`config.mk`:
```
export PLATFORM = sky130hd
export DESIGN_NAME = scu_system_cmd
export DESIGN_NICKNAME = d
export VERILOG_FILES = /design/src/verilog/scu_pkg.sv /design/src/verilog/scu_string_rom.sv /design/src/verilog/scu_system_cmd.sv
export VERILOG_INCLUDE_DIRS = /design/src /design/src/verilog
export SDC_FILE = /design/constraint.sdc
export NUM_CORES = 1
export LEC_CHECK = 0
export BUFFER_PORTS_ARGS = -buffer_cell sky130_fd_sc_hd__buf_2
export CORE_MARGIN = 1
export CORE_UTILIZATION = 52
export DETAILED_ROUTE_END_ITERATION = 16
export PLACE_DENSITY_LB_ADDON = 0.2
export RECOVER_POWER = 25
export REMOVE_ABC_BUFFERS = 1
export SLEW_MARGIN = 10
export SYNTH_ARGS = -nofsm -noshare
export SYNTH_HDL_FRONTEND = slang
export SYNTH_HIERARCHICAL = 1
export SYNTH_SLANG_ARGS = --single-unit
```
`constraint.sdc`:
```
create_clock -name pclk -period 4.25 [get_ports pclk]
set_clock_uncertainty 0.2 [all_clocks]
set_input_delay 0.85 -clock pclk [delete_from_list [all_inputs] [get_ports pclk]]
set_output_delay 0.85 -clock pclk [all_outputs]
set_load 0.02 [all_outputs]
```
`src/verilog/scu_consts.svh`:
```
// constants for the system command and user pin block: register offsets,
// field positions, reset values, codes and string lengths
// assumes a 12-bit APB byte address and 32-bit data
`ifndef SCU_CONSTS_SVH
`define SCU_CONSTS_SVH

// register byte offsets
`define SCU_OFF_CTRL      12'h000
`define SCU_OFF_PIN0      12'h004
`define SCU_OFF_PIN1      12'h008
`define SCU_OFF_ERR       12'h00C
`define SCU_OFF_STR_SEL   12'h010
`define SCU_OFF_STR_DATA  12'h014
`define SCU_OFF_STATUS    12'h018
`define SCU_OFF_MASK      12'h01C
`define SCU_OFF_JUDGE     12'h020
`define SCU_OFF_CMD       12'h024

// control register fields
`define SCU_CTRL_BRIGHT   2:0
`define SCU_CTRL_BEEP     4
`define SCU_CTRL_HOLD     8
`define SCU_CTRL_REMOTE   12

// user pin register fields
`define SCU_PIN_POL       1:0
`define SCU_PIN_FIRST     7:4
`define SCU_PIN_SECOND    11:8
`define SCU_PIN_OP        13:12

// string select register fields, string data fields
`define SCU_SEL_IDX       4:0
`define SCU_SEL_STR       9:8
`define SCU_DATA_CHAR     7:0
`define SCU_DATA_LEN      15:8

// command register bits
`define SCU_CMD_LOCAL     0
`define SCU_CMD_REMOTE    1

// status and mask bits
`define SCU_ST_ERR        0
`define SCU_ST_JUDGE      1
`define SCU_ST_LOCAL      2
`define SCU_ST_WIDTH      3

// value ranges
`define SCU_BRIGHT_MIN    3'h1
`define SCU_BRIGHT_MAX    3'h5
`define SCU_POL_LOW       2'h1
`define SCU_POL_HIGH      2'h2
`define SCU_CODE_MIN      4'h1
`define SCU_CODE_MAX      4'hD
`define SCU_OP_FIRST      2'h1
`define SCU_OP_AND        2'h2
`define SCU_OP_OR         2'h3

// reset values
`define SCU_RST_BRIGHT    3'h3
`define SCU_RST_BEEP      1'h1
`define SCU_RST_HOLD      1'h0
`define SCU_RST_POL       2'h2
`define SCU_RST_FIRST     4'hC
`define SCU_RST_SECOND    4'hD
`define SCU_RST_OP        2'h1
`define SCU_RST_MASK      3'h0

// error numbers, 16-bit two's complement
`define SCU_ERR_NONE      16'h0000
`define SCU_ERR_RANGE     16'hFF22

// string selectors and lengths
`define SCU_STR_IDN       2'h0
`define SCU_STR_VER       2'h1
`define SCU_STR_ERRMSG    2'h2
`define SCU_LEN_IDN       8'h1F
`define SCU_LEN_VER       8'h0A
`define SCU_LEN_NOERR     8'h08
`define SCU_LEN_RANGE     8'h11

`endif

```
`src/verilog/scu_pkg.sv`:
```
// types shared by the system command block and its string store
// assumes scu_consts.svh for all other numeric values; type widths and state codes are set here
`default_nettype none
package scu_pkg;
  typedef logic [12:0] scu_judge_type;
  typedef logic [3:0]  scu_code_type;
  typedef logic [1:0]  scu_str_type;
  typedef enum logic [1:0]
  {
    SCU_MEAS_IDLE = 2'b01,
    SCU_MEAS_BUSY = 2'b10
  } scu_meas_state_type;
endpackage : scu_pkg
`default_nettype wire

```
`src/verilog/scu_string_rom.sv`:
```
// fixed reply strings: identity, command-language version, error message
// assumes the caller registers the character it reads
`timescale 1ns/10ps
`default_nettype none
`include "scu_consts.svh"
module scu_string_rom
#(
  // identity text is arbitrary, 31 characters
  parameter logic [247:0] ID_TEXT = "ACME,MODEL-0001,S000000000,V1.0"
)
(
  input  wire logic [1:0]   sel,       // which string
  input  wire logic [4:0]   idx,       // character index from the left
  input  wire logic         err_busy,  // an error is pending
  output logic      [7:0]   char_out,  // character, zero past the end
  output logic      [7:0]   len_out    // length of the selected string
);
  import scu_pkg::*;

  localparam logic [79:0]  VER_TEXT   = "SCPI1994.0";
  localparam logic [63:0]  NOERR_TEXT = "No error";
  localparam logic [135:0] RANGE_TEXT = "Data out of range";

  function automatic logic [7:0] pick(input logic [247:0] text,
                                      input logic [7:0]   len,
                                      input logic [4:0]   i);
    logic [7:0] pos;
    pos = len - 8'h01 - {3'h0, i};
    if ({3'h0, i} >= len)
      pick = 8'h00;
    else
      pick = text[{pos[4:0], 3'h0} +: 8];
  endfunction : pick

  always_comb
  begin
    char_out = 8'h00;
    len_out  = 8'h00;
    unique case (sel)
      `SCU_STR_IDN:
      begin
        len_out  = `SCU_LEN_IDN;
        char_out = pick(ID_TEXT, `SCU_LEN_IDN, idx);
      end
      `SCU_STR_VER:
      begin
        len_out  = `SCU_LEN_VER;
        char_out = pick({168'h0, VER_TEXT}, `SCU_LEN_VER, idx);
      end
      `SCU_STR_ERRMSG:
      begin
        if (err_busy)
        begin
          len_out  = `SCU_LEN_RANGE;
          char_out = pick({112'h0, RANGE_TEXT}, `SCU_LEN_RANGE, idx);
        end
        else
        begin
          len_out  = `SCU_LEN_NOERR;
          char_out = pick({184'h0, NOERR_TEXT}, `SCU_LEN_NOERR, idx);
        end
      end
      default:
      begin
        len_out  = 8'h00;
        char_out = 8'h00;
      end
    endcase
  end
endmodule : scu_string_rom
`default_nettype wire

```
`src/verilog/scu_system_cmd.sv`:
```
// system command settings and two user-defined handler pins, on APB
// assumes measurement logic on pclk gives start/done pulses and a
// one-hot-per-state judgement vector (bins 1..8, bin-out, hi, lo, pass, fail)
`timescale 1ns/10ps
`default_nettype none
`include "scu_consts.svh"
module scu_system_cmd
(
  input  wire logic                  pclk,        // clock, 100 MHz
  input  wire logic                  presetn,     // async reset, active low
  input  wire logic                  psel,        // apb select
  input  wire logic                  penable,     // apb access phase
  input  wire logic                  pwrite,      // apb write
  input  wire logic [11:0]           paddr,       // apb byte address
  input  wire logic [31:0]           pwdata,      // apb write data
  output logic      [31:0]           prdata,      // apb read data
  output logic                       pready,      // apb ready
  output logic                       pslverr,     // apb error, unmapped
  input  wire logic                  meas_start,  // measurement begins
  input  wire logic                  meas_done,   // measurement result valid
  input  wire scu_pkg::scu_judge_type judge_in,   // new judgement states
  output var scu_pkg::scu_judge_type judge_out,   // latched judgement
  output logic      [1:0]            user_pin,    // user pin levels
  output logic      [2:0]            brightness,  // display level 1..5
  output logic                       beeper_en,   // keyclick beeper on
  output logic                       remote_en,   // remote control active
  output logic                       irq          // interrupt, active high
);
  import scu_pkg::*;

  // settings
  logic               hold_mode;
  logic [1:0]         pol       [2];
  scu_code_type       first_judgement_operand  [2];
  scu_code_type       second_judgement_operand [2];
  logic [1:0]         op        [2];
  logic [15:0]        err_code;
  logic               err_busy;
  logic [1:0]         str_sel;
  logic [4:0]         str_idx;
  logic [`SCU_ST_WIDTH-1:0] status;
  logic [`SCU_ST_WIDTH-1:0] mask;
  scu_meas_state_type meas_state;

  // bus decode
  logic        setup_ok;
  logic        done_edge;
  logic        wr_now;
  logic        rd_now;
  logic [31:0] next_rdata;
  logic        hit;
  logic        bad_value;
  logic [7:0]  rom_char;
  logic [7:0]  rom_len;
  logic        judge_evt;
  logic        local_evt;
  logic        err_evt;

  function automatic logic code_ok(input scu_code_type c);
    code_ok = (c >= `SCU_CODE_MIN) && (c <= `SCU_CODE_MAX);
  endfunction : code_ok

  function automatic logic pin_word_ok(input logic [31:0] w);
    pin_word_ok = ((w[`SCU_PIN_POL] == `SCU_POL_LOW) ||
                   (w[`SCU_PIN_POL] == `SCU_POL_HIGH)) &&
                  code_ok(w[`SCU_PIN_FIRST]) &&
                  code_ok(w[`SCU_PIN_SECOND]) &&
                  (w[`SCU_PIN_OP] != 2'h0);
  endfunction : pin_word_ok

  // picks the judgement state named by a code 1..13
  function automatic logic pick_state(input scu_code_type  c,
                                      input scu_judge_type j);
    logic [3:0] i;
    i = c - `SCU_CODE_MIN;
    pick_state = code_ok(c) ? j[i] : 1'b0;
  endfunction : pick_state

  function automatic logic pin_level(input logic [1:0]    p,
                                     input scu_code_type  a,
                                     input scu_code_type  b,
                                     input logic [1:0]    o,
                                     input scu_judge_type j);
    logic r;
    r = pick_state(a, j);
    if (o == `SCU_OP_AND)
      r = r & pick_state(b, j);
    else if (o == `SCU_OP_OR)
      r = r | pick_state(b, j);
    pin_level = (p == `SCU_POL_LOW) ? ~r : r;
  endfunction : pin_level

  function automatic logic [31:0] pin_word(input logic [1:0]   p,
                                           input scu_code_type a,
                                           input scu_code_type b,
                                           input logic [1:0]   o);
    logic [31:0] w;
    w = 32'h0000_0000;
    w[`SCU_PIN_POL]    = p;
    w[`SCU_PIN_FIRST]  = a;
    w[`SCU_PIN_SECOND] = b;
    w[`SCU_PIN_OP]     = o;
    pin_word = w;
  endfunction : pin_word

  assign setup_ok  = psel && penable && !pready;
  assign done_edge = psel && penable && pready && !pslverr;
  assign wr_now    = done_edge && pwrite;
  assign rd_now    = done_edge && !pwrite;

  scu_string_rom u_rom
  (
    .sel      (str_sel),
    .idx      (str_idx),
    .err_busy (err_busy),
    .char_out (rom_char),
    .len_out  (rom_len)
  );

  // range check of the word being written at its own address
  always_comb
  begin
    bad_value = 1'b0;
    if (paddr == `SCU_OFF_CTRL)
      bad_value = (pwdata[`SCU_CTRL_BRIGHT] < `SCU_BRIGHT_MIN) ||
                  (pwdata[`SCU_CTRL_BRIGHT] > `SCU_BRIGHT_MAX);
    else if ((paddr == `SCU_OFF_PIN0) || (paddr == `SCU_OFF_PIN1))
      bad_value = !pin_word_ok(pwdata);
  end

  always_comb
  begin
    hit        = 1'b1;
    next_rdata = 32'h0000_0000;
    unique case (paddr)
      `SCU_OFF_CTRL:
      begin
        next_rdata[`SCU_CTRL_BRIGHT] = brightness;
        next_rdata[`SCU_CTRL_BEEP]   = beeper_en;
        next_rdata[`SCU_CTRL_HOLD]   = hold_mode;
        next_rdata[`SCU_CTRL_REMOTE] = remote_en;
      end
      `SCU_OFF_PIN0:
        next_rdata = pin_word(pol[0], first_judgement_operand[0],
                              second_judgement_operand[0], op[0]);
      `SCU_OFF_PIN1:
        next_rdata = pin_word(pol[1], first_judgement_operand[1],
                              second_judgement_operand[1], op[1]);
      `SCU_OFF_ERR:
        next_rdata = {16'h0000, err_code};
      `SCU_OFF_STR_SEL:
      begin
        next_rdata[`SCU_SEL_IDX] = str_idx;
        next_rdata[`SCU_SEL_STR] = str_sel;
      end
      `SCU_OFF_STR_DATA:
      begin
        next_rdata[`SCU_DATA_CHAR] = rom_char;
        next_rdata[`SCU_DATA_LEN]  = rom_len;
      end
      `SCU_OFF_STATUS:
        next_rdata[`SCU_ST_WIDTH-1:0] = status;
      `SCU_OFF_MASK:
        next_rdata[`SCU_ST_WIDTH-1:0] = mask;
      `SCU_OFF_JUDGE:
        next_rdata[12:0] = judge_out;
      `SCU_OFF_CMD:
        next_rdata = 32'h0000_0000;
      default:
        hit = 1'b0;
    endcase
  end

  // one wait state: the answer is registered, so prdata is a flop
  always_ff @(posedge pclk or negedge presetn)
  begin
    if (!presetn)
    begin
      pready  <= 1'b0;
      pslverr <= 1'b0;
      prdata  <= 32'h0000_0000;
    end
    else
    begin
      pready  <= setup_ok;
      pslverr <= setup_ok && !hit;
      if (setup_ok && !pwrite)
        prdata <= hit ? next_rdata : 32'h0000_0000;
    end
  end

  // general settings; a rejected value keeps the old one
  always_ff @(posedge pclk or negedge presetn)
  begin
    if (!presetn)
    begin
      brightness <= `SCU_RST_BRIGHT;
      beeper_en  <= `SCU_RST_BEEP;
      hold_mode  <= `SCU_RST_HOLD;
    end
    else if (wr_now && (paddr == `SCU_OFF_CTRL) && !bad_value)
    begin
      brightness <= pwdata[`SCU_CTRL_BRIGHT];
      beeper_en  <= pwdata[`SCU_CTRL_BEEP];
      hold_mode  <= pwdata[`SCU_CTRL_HOLD];
    end
  end

  // user pin settings, whole word accepted or whole word refused
  always_ff @(posedge pclk or negedge presetn)
  begin
    if (!presetn)
    begin
      for (int k = 0; k < 2; k++)
      begin
        pol[k]                      <= `SCU_RST_POL;
        first_judgement_operand[k]  <= `SCU_RST_FIRST;
        second_judgement_operand[k] <= `SCU_RST_SECOND;
        op[k]                       <= `SCU_RST_OP;
      end
    end
    else
    begin
      for (int k = 0; k < 2; k++)
      begin
        if (wr_now && !bad_value &&
            (paddr == ((k == 0) ? `SCU_OFF_PIN0 : `SCU_OFF_PIN1)))
        begin
          pol[k]                      <= pwdata[`SCU_PIN_POL];
          first_judgement_operand[k]  <= pwdata[`SCU_PIN_FIRST];
          second_judgement_operand[k] <= pwdata[`SCU_PIN_SECOND];
          op[k]                       <= pwdata[`SCU_PIN_OP];
        end
      end
    end
  end

  // error entry; a new error wins over the clearing read of the old one
  assign err_evt = wr_now && bad_value;
  always_ff @(posedge pclk or negedge presetn)
  begin
    if (!presetn)
    begin
      err_code <= `SCU_ERR_NONE;
      err_busy <= 1'b0;
    end
    else if (err_evt)
    begin
      err_code <= `SCU_ERR_RANGE;
      err_busy <= 1'b1;
    end
    else if (rd_now && (paddr == `SCU_OFF_ERR))
    begin
      err_code <= `SCU_ERR_NONE;
      err_busy <= 1'b0;
    end
  end

  always_ff @(posedge pclk or negedge presetn)
  begin
    if (!presetn)
    begin
      str_sel <= `SCU_STR_IDN;
      str_idx <= 5'h00;
    end
    else if (wr_now && (paddr == `SCU_OFF_STR_SEL))
    begin
      str_sel <= pwdata[`SCU_SEL_STR];
      str_idx <= pwdata[`SCU_SEL_IDX];
    end
  end

  // remote/local; local wins when both bits are written together
  assign local_evt = wr_now && (paddr == `SCU_OFF_CMD) &&
                     pwdata[`SCU_CMD_LOCAL];
  always_ff @(posedge pclk or negedge presetn)
  begin
    if (!presetn)
      remote_en <= 1'b0;
    else if (local_evt)
      remote_en <= 1'b0;
    else if (wr_now && (paddr == `SCU_OFF_CMD) && pwdata[`SCU_CMD_REMOTE])
      remote_en <= 1'b1;
  end

  // measurement tracking and judgement latch
  always_ff @(posedge pclk or negedge presetn)
  begin
    if (!presetn)
      meas_state <= SCU_MEAS_IDLE;
    else
    begin
      unique case (meas_state)
        SCU_MEAS_IDLE:
          if (meas_start)
            meas_state <= SCU_MEAS_BUSY;
        SCU_MEAS_BUSY:
          if (meas_done)
            meas_state <= SCU_MEAS_IDLE;
        default:
          meas_state <= SCU_MEAS_IDLE;
      endcase
    end
  end

  // a done pulse outside a measurement carries no result and is ignored
  assign judge_evt = (meas_state == SCU_MEAS_BUSY) && meas_done &&
                     (judge_in != judge_out);
  always_ff @(posedge pclk or negedge presetn)
  begin
    if (!presetn)
      judge_out <= 13'h0000;
    else if (judge_evt)
      judge_out <= judge_in;
    else if (!hold_mode && (meas_state == SCU_MEAS_IDLE) && meas_start)
      judge_out <= 13'h0000;
  end

  // pins follow the latched judgement, so they inherit the latch policy
  always_ff @(posedge pclk or negedge presetn)
  begin
    if (!presetn)
      user_pin <= 2'b00;
    else
    begin
      for (int k = 0; k < 2; k++)
        user_pin[k] <= pin_level(pol[k], first_judgement_operand[k],
                                 second_judgement_operand[k], op[k],
                                 judge_out);
    end
  end

  // sticky status, write one to clear; a same-cycle event wins
  always_ff @(posedge pclk or negedge presetn)
  begin
    if (!presetn)
      status <= 3'h0;
    else
    begin
      if (wr_now && (paddr == `SCU_OFF_STATUS))
        status <= (status & ~pwdata[`SCU_ST_WIDTH-1:0]) |
                  {local_evt, judge_evt, err_evt};
      else
        status <= status | {local_evt, judge_evt, err_evt};
    end
  end

  always_ff @(posedge pclk or negedge presetn)
  begin
    if (!presetn)
      mask <= `SCU_RST_MASK;
    else if (wr_now && (paddr == `SCU_OFF_MASK))
      mask <= pwdata[`SCU_ST_WIDTH-1:0];
  end

  always_ff @(posedge pclk or negedge presetn)
  begin
    if (!presetn)
      irq <= 1'b0;
    else
      irq <= |(status & mask);
  end
endmodule : scu_system_cmd
`default_nettype wire
```
==> impl_metrics.toml, run 1 <==
[run_status]
status = "finished, violations left"
violations = "capacitance limit, slew limit"

[critical_path]
path_class = "flop to flop"
cpPeakStageDelay_ns = 0.54
cp_max_fo = 11
cpMaxStageDelayCell = "dfrtp_1"
cp-startpoint = "str_idx[1]$_DFFE_PN0P_"
cp_top_family = "compound AO/OA/AOI/OAI gates"
timing.critical_path.buf_inv = 1
cp_data_required_time_ns = 4.26
crit_arrival_ns = 3.73
cp-start-kind = "flop"
crit_chain = "ha_1, buf_4, and3_4, xnor2_2, nand3_1, o221ai_1, o211ai_1, mux4_2, a21oi_1, nor3_1, a221oi_1, o21ai_0"
crit_path_end_kind = "flop"
r2r_start = "str_idx[1]$_DFFE_PN0P_"

[timing]
timing.fmax_ghz = 0.269
tightestPinTransition_ns = 1.99
rsz0062_at_grt = "no"
slew_viol_final = 81
tns_ns = 0
post-route-min-period_ns = 3.72
relSlewSlack_pct = -32.8
worst_slack_ns = 0.531
finalSetupViolations = 0
fin_crit_sh_pct = 87.5
finalHoldViolations = 0

[drt]
drc_errors = 0
dr.pass1.iters = 5
wl_met3_mm = 1.26
highest_layer = "met4"
drt-initial-drc-count = 451
via_per_inst = 6.14
wire_per_inst_um = 19.8
wl_met2_mm = 8.67
wl_met1_mm = 8.88
ant_nets = 0
num_vias = 5916
routed_wirelength_mm = 19.0

[global_route]
antenna_found_initial = 0
grt_usage_pct = 30.4
first_global_vias = 5542
grt_max_degree = 81
grt_overflow = 0
grt_pass1_wl_mm = 30.5

[synth]
synth_cell_types = 84
synthArstFlopShare_pct = 100
synthCells = 724
yosys_warnings = 6
synth_seq_area_share_pct = 30.6
synth_edf_count = 0
syn_avg_cell_area_sq_um = 9.13
yosys_most_used_dff = "dfrtp_1"
syn_area_sq_um = 6610
ys_ff_latch = 80

[clock_tree]
worst_skew_pair.late_latency_ns = 0.35
path_clk_slew_ns = 0.06
hold_buffers = 0
numCtsBuffers = 9
cts_tree = "done"
htree_levels = 3
cts.sinks = 80
ctsResizeCount = 0
postCtsSetupBuffers = 0
ctsRootBufferMaster = "clkbuf_16"
cts_buffer_depth = 2

[finish]
syn_to_final_growth_pct = 11.4
multi_input_area_sq_um = 4160
fillers = 1087
nets = 884
design_area_sq_um = 7360
drive_gt1_share_pct = 24.8
final_util_pct = 60.3
n_antenna_cell = 0
final_common_cell = "nand2_1"
seqCellArea_sq_um = 2020
mostFrequentLayoutCells = "nand2_1, buf_2, dfrtp_1"

[power_and_ir_drop]
p_per_area_nw_per_um2 = 258
ir_drop_mv = 0.308
p_leak_uw = 0.00320

[die]
fp.dieW_um = 115
die_area_sq_um = 13200
std_cell_rows = 40
dieHeight_um = 115
core_area_sq_um = 12200
io_pins = 119
start_util_pct = 54.1

[worst_hold_path]
hold_class = "flop to flop"
worstHoldStart = "prdata[9]$_DFFE_PN0P_"

[placed_design]
place_congestion = 0.893
port-buffer-count = 84
place_hpwl_mm = 14.3
placed_area_sq_um = 7080
pre_cts_slack_ns = 0.530

[job]
drv_cap = 1
==> logic make-up (layout without fill, tap and decap cells) <==
| family | count (synthesis) | after routing | synth area share [%] |
|---|---|---|---|
| AOI/OAI and AO/OA | 177 | 177 | 18.6 |
| xor gates and xnor gates | 29 | 29 | 4.07 |
| adders and majority gates | 32 | 32 | 5.98 |
| buffers and inverters | 99 | 152 | 7.69 |
| DFF | 80 | 80 | 30.6 |
| muxes | 77 | 77 | 15.0 |
| other | 2 | 20 | 0.114 |
| and+or+nand+nor | 228 | 228 | 18.0 |
==> cells in the mapped netlist, types with 7 or more instances <==
cell | instances | area share (%)
a22o_1 | 9 | 1.2
mux2_2 | 20 | 3.4
dfrtp_1 | 62 | 23
dfstp_2 | 18 | 7.2
inv_1 | 30 | 1.7
mux2i_1 | 19 | 2.9
nand4_1 | 12 | 1.1
ha_1 | 30 | 5.7
a31oi_1 | 10 | 0.95
o21ai_0 | 41 | 3.1
clkbuf_1 | 32 | 1.8
nor2_1 | 40 | 2.3
nor3_1 | 18 | 1.4
xor2_1 | 9 | 1.2
nor2b_1 | 8 | 0.76
mux4_2 | 13 | 4.4
a21oi_1 | 33 | 2.5
a211oi_1 | 7 | 0.79
nand3_1 | 18 | 1.4
xnor2_1 | 18 | 2.4
nor4_1 | 7 | 0.66
a22oi_1 | 10 | 1.1
nand2_1 | 85 | 4.8
buf_4 | 23 | 2.6
mux2_1 | 25 | 4.3
o211ai_1 | 7 | 0.79
==> worst register-to-register path, stage by stage, from the launching register on <==
cell and delay (ns):
dfrtp_1 0.54, ha_1 0.29, buf_4 0.17, and3_4 0.20
xnor2_2 0.43, nand3_1 0.13, o221ai_1 0.22, o211ai_1 0.14
mux4_2 0.47, a21oi_1 0.19, nor3_1 0.08, a221oi_1 0.39
o21ai_0 0.13
==> report_power, final <==
group,switching (uW),leakage [uW],total [uW],internal [uW]
logic,167,0.00202,271,104
clock network,340,0.000140,759,419
registers,75.5,0.00104,869,793
total,582,0.00320,1900,1320
==> registers in the layout (all words and copies together) (netlist names) <==
register	flops
prdata	16
judge_out	13
first_judgement_operand	8
second_judgement_operand	8
str_idx	5
op	4
pol	4
brightness	3
mask	3
status	3
meas_state	2
str_sel	2
user_pin	2
beeper_en	1
err_code	1
hold_mode	1
irq	1
pready	1
pslverr	1
remote_en	1
==> per-stage QoR <==
step | total power [uW] | hold slack, ns | instances
detailed placement | 1150 | 0.269 | 947
global placement | 1140 | 0.258 | 947
global route | 1970 | 0.307 | 963
finish | 1900 | 0.275 | 963
floorplan | 1010 | 0.261 | 676
CTS | 1900 | 0.284 | 963
==> worst paths after layout <==
path,depth (start not counted),to,slack (ns)
min,1,prdata[9]$_DFFE_PN0P_,0.28
min reg2reg,1,prdata[9]$_DFFE_PN0P_,0.28
max,12,prdata[0]$_DFFE_PN0P_,0.53
max reg2reg,12,prdata[0]$_DFFE_PN0P_,0.53
min in group asynchronous,1,first_judgement_operand[5]$_DFFE_PN0P_,0.86
max in group asynchronous,1,brightness[2]$_DFFE_PN0P_,1.81
==> cell type report <==
cell class | instances | share of cell area (%)
Clock inverter | 6 | 0.646
Clock buffer | 10 | 3.25
Multi-Input combinational cell | 563 | 56.4
Inverter | 33 | 1.68
Tap cell | 168 | 2.85
Sequential cell | 80 | 27.5
Timing Repair Buffer | 103 | 7.63
==> per-layer routing <==
| metal | vias up | global-route usage [%] |
|---|---|---|
| li1 | 2741 | - |
| met1 | 2925 | 44.8 |
| met2 | 233 | 46.9 |
| met3 | 17 | 4.43 |
| met4 | 0 | 8.40 |
| met5 | - | 0 |
Power figures use the tool's default switching activity.
==> run 2, diff against run 1 <==
--- a/config.mk
+++ b/config.mk
@@ -7,10 +7,12 @@
 export NUM_CORES = 1
 export LEC_CHECK = 0
 export BUFFER_PORTS_ARGS = -buffer_cell sky130_fd_sc_hd__buf_2
+export CELL_PAD_IN_SITES_DETAIL_PLACEMENT = 1
+export CELL_PAD_IN_SITES_GLOBAL_PLACEMENT = 1
 export CORE_MARGIN = 1
-export CORE_UTILIZATION = 52
+export CORE_UTILIZATION = 43
 export DETAILED_ROUTE_END_ITERATION = 16
-export PLACE_DENSITY_LB_ADDON = 0.2
+export PLACE_DENSITY = 0.88
 export RECOVER_POWER = 25
 export REMOVE_ABC_BUFFERS = 1
 export SLEW_MARGIN = 10
==> run 2 against run 1 <==
Compared with the run above:
- the run still ends with capacitance limit, slew limit left
- combinational power grew 4%
- non-clock buffer count shrank 3
- flip-flop and latch count is the same
- utilization shrank 10 points
- wire length grew 15%
- maximum frequency grew 0.41%
- sequential share of layout area shrank 0.061 points
- clock power grew 5.7%
- register-to-register slack gained 0.02 ns
- global-route usage shrank 2.2 points
- final area grew 0.22%
- die area grew 21%
- critical path type unchanged
- critical endpoint is now prdata[2]$_DFFE_PN0P_
==> impl_metrics.toml, run 2 (same netlist as run 1, synthesis figures left out) <==
[run_status]
status = "finished, violations left"
violations = "capacitance limit, slew limit"

[clock_tree]
ctsRootBufferMaster = "clkbuf_16"
cts_buffer_depth = 2
ctsResizeCount = 0
numCtsBuffers = 9
cts.sinks = 80
hold_buffers = 0
htree_levels = 3
worst_skew_pair.late_latency_ns = 0.35
postCtsSetupBuffers = 0
cts_tree = "done"
path_clk_slew_ns = 0.07

[drt]
ant_nets = 0
wl_met3_mm = 1.17
wl_met1_mm = 8.88
drt-initial-drc-count = 489
num_vias = 6131
drc_errors = 0
routed_wirelength_mm = 21.8
dr.pass1.iters = 5
wl_met2_mm = 11.0
wire_per_inst_um = 22.4
via_per_inst = 6.28
highest_layer = "met4"

[finish]
seqCellArea_sq_um = 2020
nets = 881
fin_cells = 976
mostFrequentLayoutCells = "nand2_1, buf_2, dfrtp_1"
top_register = "prdata"
final_common_cell = "nand2_1"
top_regs = "prdata: 16 flops, judge_out: 13 flops"
n_antenna_cell = 0
multi_input_area_sq_um = 4160
fillers = 1744
drive_gt1_share_pct = 24.6
largest_reg_flops = 16
design_area_sq_um = 7380
syn_to_final_growth_pct = 11.6

[critical_path]
crit_path_end_kind = "flop"
cp_max_fo = 13
r2r_slack_ns = 0.55
r2r_start = "str_idx[0]$_DFFE_PN0P_"
cp_data_required_time_ns = 4.27
cp-start-kind = "flop"
path_class = "flop to flop"
r2r-end = "prdata[2]$_DFFE_PN0P_"
r2r_cells = 12
crit_arrival_ns = 3.73

[job]
drv_cap = 1

[die]
fp.dieW_um = 126
dieHeight_um = 126
std_cell_rows = 44
die_area_sq_um = 15900
start_util_pct = 44.8
core_area_sq_um = 14800
io_pins = 119

[timing]
slew_viol_final = 81
tightestPinTransition_ns = 2.04
finalSetupViolations = 0
timing.fmax_ghz = 0.270
relSlewSlack_pct = -35.7
finalHoldViolations = 0
rsz0062_at_grt = "no"
post-route-min-period_ns = 3.70
fin_crit_sh_pct = 87.1
finalHoldWorstSlack_ns = 0.310
tns_ns = 0

[worst_hold_path]
hold_class = "flop to flop"
whs_endpoint = "prdata[12]$_DFFE_PN0P_"
worstHoldPathCells = 2
worstHoldStart = "prdata[12]$_DFFE_PN0P_"

[global_route]
grt_pass1_wl_mm = 34.7
grt_overflow = 0
antenna_found_initial = 0
grt_usage_pct = 28.2
grt_max_degree = 81
first_global_vias = 6181

[placed_design]
port-buffer-count = 84
place_congestion = 0.903
place_hpwl_mm = 15.6
dp_cells = 960
placed_area_sq_um = 7080

[power_and_ir_drop]
p_leak_uw = 0.00319
p_per_area_nw_per_um2 = 266
ir_drop_mv = 0.199
==> run 2: changes by cell type in the layout (fill, tap and decap cells not counted) <==
| cell | delta |
|---|---|
| buf_2 | +1 |
| buf_4 | -3 |
| clkinv_2 | -1 |
| clkbuf_1 | -1 |
| clkinvlp_4 | +2 |
| inv_6 | -1 |
| bufinv_16 | +1 |
| clkbuf_8 | -1 |
==> run 2: worst max-delay path, cell delays in order (launching register included) <==
cell,delay (ns)
dfrtp_1,0.49
ha_1,0.35
ha_1,0.60
inv_1,0.23
nor2_1,0.26
nand2_1,0.11
a21oi_1,0.24
o211ai_1,0.16
mux4_2,0.48
nand2_1,0.08
o21ai_0,0.10
a22oi_1,0.19
o21ai_0,0.09
==> run 2: final cells by class <==
type                       instances  share of cell area (%)
clock buffer                       9                    3.05
clock inverter                     7                    1.07
inverter                          33                    1.68
multi-input combinational        563                    56.3
sequential                        80                    27.4
tap                              184                    3.12
timing repair buffer             100                    7.32
==> run 2: worst max-delay path by stage <==
stage / startpoint / to / cells after the start
finish: str_idx[0]$_DFFE_PN0P_ / prdata[2]$_DFFE_PN0P_ / 12
global route: str_idx[0]$_DFFE_PN0P_ / prdata[2]$_DFFE_PN0P_ / 12
CTS: str_idx[0]$_DFFE_PN0P_ / prdata[0]$_DFFE_PN0P_ / 11
detailed placement: str_idx[0]$_DFFE_PN0P_ / prdata[0]$_DFFE_PN0P_ / 11
global placement: str_idx[0]$_DFFE_PN0P_ / prdata[2]$_DFFE_PN0P_ / 12
floorplan: str_idx[0]$_DFFE_PN0P_ / prdata[0]$_DFFE_PN0P_ / 12
==> run 2: where the power goes <==
part	switching, uW	total [uW]	leakage (uW)	internal (uW)
Clock	341	802	0.000139	461
Combinational	176	281	0.00201	105
Sequential	87.8	881	0.00104	793
==> run 2: per-layer routing <==
metal	up-vias	global-route usage (%)
li1	2738	-
met1	3068	35.1
met2	259	48.4
met3	66	4.04
met4	0	12.9
met5	-	0
==> run 2: metrics by stage <==
step	util (%)	total power, uW	setup WS (ns)
6_report	50.0	1960	0.546
5_1_grt	50.0	2030	0.356
4_1_cts	50.0	1970	0.648
3_5_place_dp	48.0	1160	0.663
3_3_place_gp	48.0	1150	0.703
2_1_floorplan	-	1010	0.749
==> run 3, diff against run 2 <==
--- a/config.mk
+++ b/config.mk
@@ -12,7 +12,7 @@
 export CORE_MARGIN = 1
 export CORE_UTILIZATION = 43
 export DETAILED_ROUTE_END_ITERATION = 16
-export PLACE_DENSITY = 0.88
+export PLACE_DENSITY = 0.89
 export RECOVER_POWER = 25
 export REMOVE_ABC_BUFFERS = 1
 export SLEW_MARGIN = 10
==> run 3 against run 2 <==
Compared with the run above:
- the run still ends with capacitance limit, slew limit left
- cell count shrank 0.20%
- total power down 4.9%
- register-to-register slack lost 0.02 ns
- maximum frequency down 0.55%
- worst setup slack got worse by 0.020 ns
- sequential share of layout area up 0.19 points
- clock-buffer cell count increased by 4
- highest routed layer unchanged
==> impl_metrics.toml, run 3 (same netlist as run 1, synthesis figures left out) <==
[global_route]
grt_pass1_wl_mm = 34.2
grt_overflow = 0
antenna_found_initial = 0
grt_max_degree = 81
first_global_vias = 6278
grt_usage_pct = 27.4

[clock_tree]
postCtsSetupBuffers = 0
path_clk_slew_ns = 0.06
ctsResizeCount = 0
cts_tree = "done"
cts_buffer_depth = 2
htree_levels = 3
worst_skew_pair.late_latency_ns = 0.34
numCtsBuffers = 9
cts.sinks = 80
ctsRootBufferMaster = "clkbuf_16"
hold_buffers = 0

[worst_hold_path]
hold_class = "flop to flop"

[finish]
syn_to_final_growth_pct = 10.9
nets = 879
top_register = "prdata"
fillers = 1767
design_area_sq_um = 7330
drive_gt1_share_pct = 24.1
top_regs = "prdata: 16 flops, judge_out: 13 flops"
largest_reg_flops = 16
mostFrequentLayoutCells = "nand2_1, buf_2, dfrtp_1"
n_antenna_cell = 0
final_common_cell = "nand2_1"

[drt]
drt-initial-drc-count = 508
num_vias = 6135
dr.pass1.iters = 5
wire_per_inst_um = 21.6
drc_errors = 0
via_per_inst = 6.30
ant_nets = 0
routed_wirelength_mm = 21.0

[die]
die_area_sq_um = 15900
fp.dieW_um = 126
io_pins = 119
core_area_sq_um = 14800
std_cell_rows = 44
start_util_pct = 44.8
dieHeight_um = 126

[power_and_ir_drop]
p_leak_uw = 0.00317
p_per_area_nw_per_um2 = 255
ir_drop_mv = 0.161

[critical_path]
timing.critical_path.buf_inv = 0
cp_common_cell = "ha_1"
cp-start-kind = "flop"
cpMaxStageDelayCell = "ha_1"
cp_top_family = "compound AO/OA/AOI/OAI gates"
cp_max_fo = 13
path_class = "flop to flop"
crit_arrival_ns = 3.79
crit_chain = "ha_1, ha_1, mux2_2, a41oi_1, o221ai_1, o211ai_1, mux4_2, a21oi_1, nor3_1, a221oi_1, o21ai_0"
cpPeakStageDelay_ns = 0.60
cp_data_required_time_ns = 4.31
crit_path_end_kind = "flop"

[timing]
finalSetupViolations = 0
relSlewSlack_pct = -33.5
tightestPinTransition_ns = 2.00
slew_viol_final = 81
timing.fmax_ghz = 0.269
fin_crit_sh_pct = 87.6
finalHoldViolations = 0
post-route-min-period_ns = 3.72
tns_ns = 0
worst_slack_ns = 0.526
rsz0062_at_grt = "no"
finalHoldWorstSlack_ns = 0.311

[job]
drv_cap = 1

[run_status]
status = "finished, violations left"
violations = "capacitance limit, slew limit"

[placed_design]
placed_area_sq_um = 7060
port-buffer-count = 84
pre_cts_slack_ns = 0.594
place_hpwl_mm = 15.4
place_congestion = 0.899
## run 3: through the flow
| step | total power [uW] | util, % | cells |
|---|---|---|---|
| floorplan | 1010 | - | 676 |
| global placement | 1150 | 47.9 | 958 |
| detailed placement | 1160 | 47.9 | 958 |
| CTS | 1880 | 49.7 | 974 |
| global route | 1930 | 49.7 | 974 |
| finish | 1870 | 49.7 | 974 |
## run 3: area by class of cell
type,count,area (sq um),area share [%]
Inverter,33,124,1.69
Multi-Input combinational cell,563,4160,56.7
Clock inverter,3,17.5,0.239
Timing Repair Buffer,98,526,7.17
Clock buffer,13,250,3.41
Tap cell,184,230,3.14
Sequential cell,80,2020,27.6
## run 3: final timing paths
| check | start | end | slack (ns) | cells after the start |
|---|---|---|---|---|
| worst min-delay path | prdata[5]$_DFFE_PN0P_ | prdata[5]$_DFFE_PN0P_ | 0.31 | 1 |
| max in group asynchronous | presetn | brightness[2]$_DFFE_PN0P_ | 1.80 | 1 |
| min in group asynchronous | presetn | judge_out[7]$_DFFE_PN0P_ | 0.88 | 1 |
| worst min register to register | prdata[5]$_DFFE_PN0P_ | prdata[5]$_DFFE_PN0P_ | 0.31 | 1 |
| worst max register to register | str_idx[1]$_DFFE_PN0P_ | prdata[0]$_DFFE_PN0P_ | 0.53 | 11 |
| worst max-delay path | str_idx[1]$_DFFE_PN0P_ | prdata[0]$_DFFE_PN0P_ | 0.53 | 11 |
## run 3: where the power goes
| part | switching, uW | internal (uW) | leakage, uW |
|---|---|---|---|
| clock | 306 | 410 | 0.000130 |
| combinational | 172 | 105 | 0.00200 |
| sequential | 81.2 | 794 | 0.00104 |
| total | 559 | 1310 | 0.00317 |
## run 3: routing by layer
| layer | vias to the layer above | global-route usage [%] | share of wire, % |
|---|---|---|---|
| li1 | 2748 | - | - |
| met1 | 3090 | 33.9 | 42 |
| met2 | 230 | 46.3 | 49 |
| met3 | 67 | 4.93 | 4.9 |
| met4 | 0 | 13.1 | 3.5 |
| met5 | - | 0 | 0 |
## run 3: worst register-to-register path, stage by stage (launching register included)
cell and delay [ns]:
dfrtp_1 0.49, ha_1 0.36, ha_1 0.60, mux2_2 0.39
a41oi_1 0.27, o221ai_1 0.22, o211ai_1 0.30, mux4_2 0.31
a21oi_1 0.07, nor3_1 0.16, a221oi_1 0.09, o21ai_0 0.18
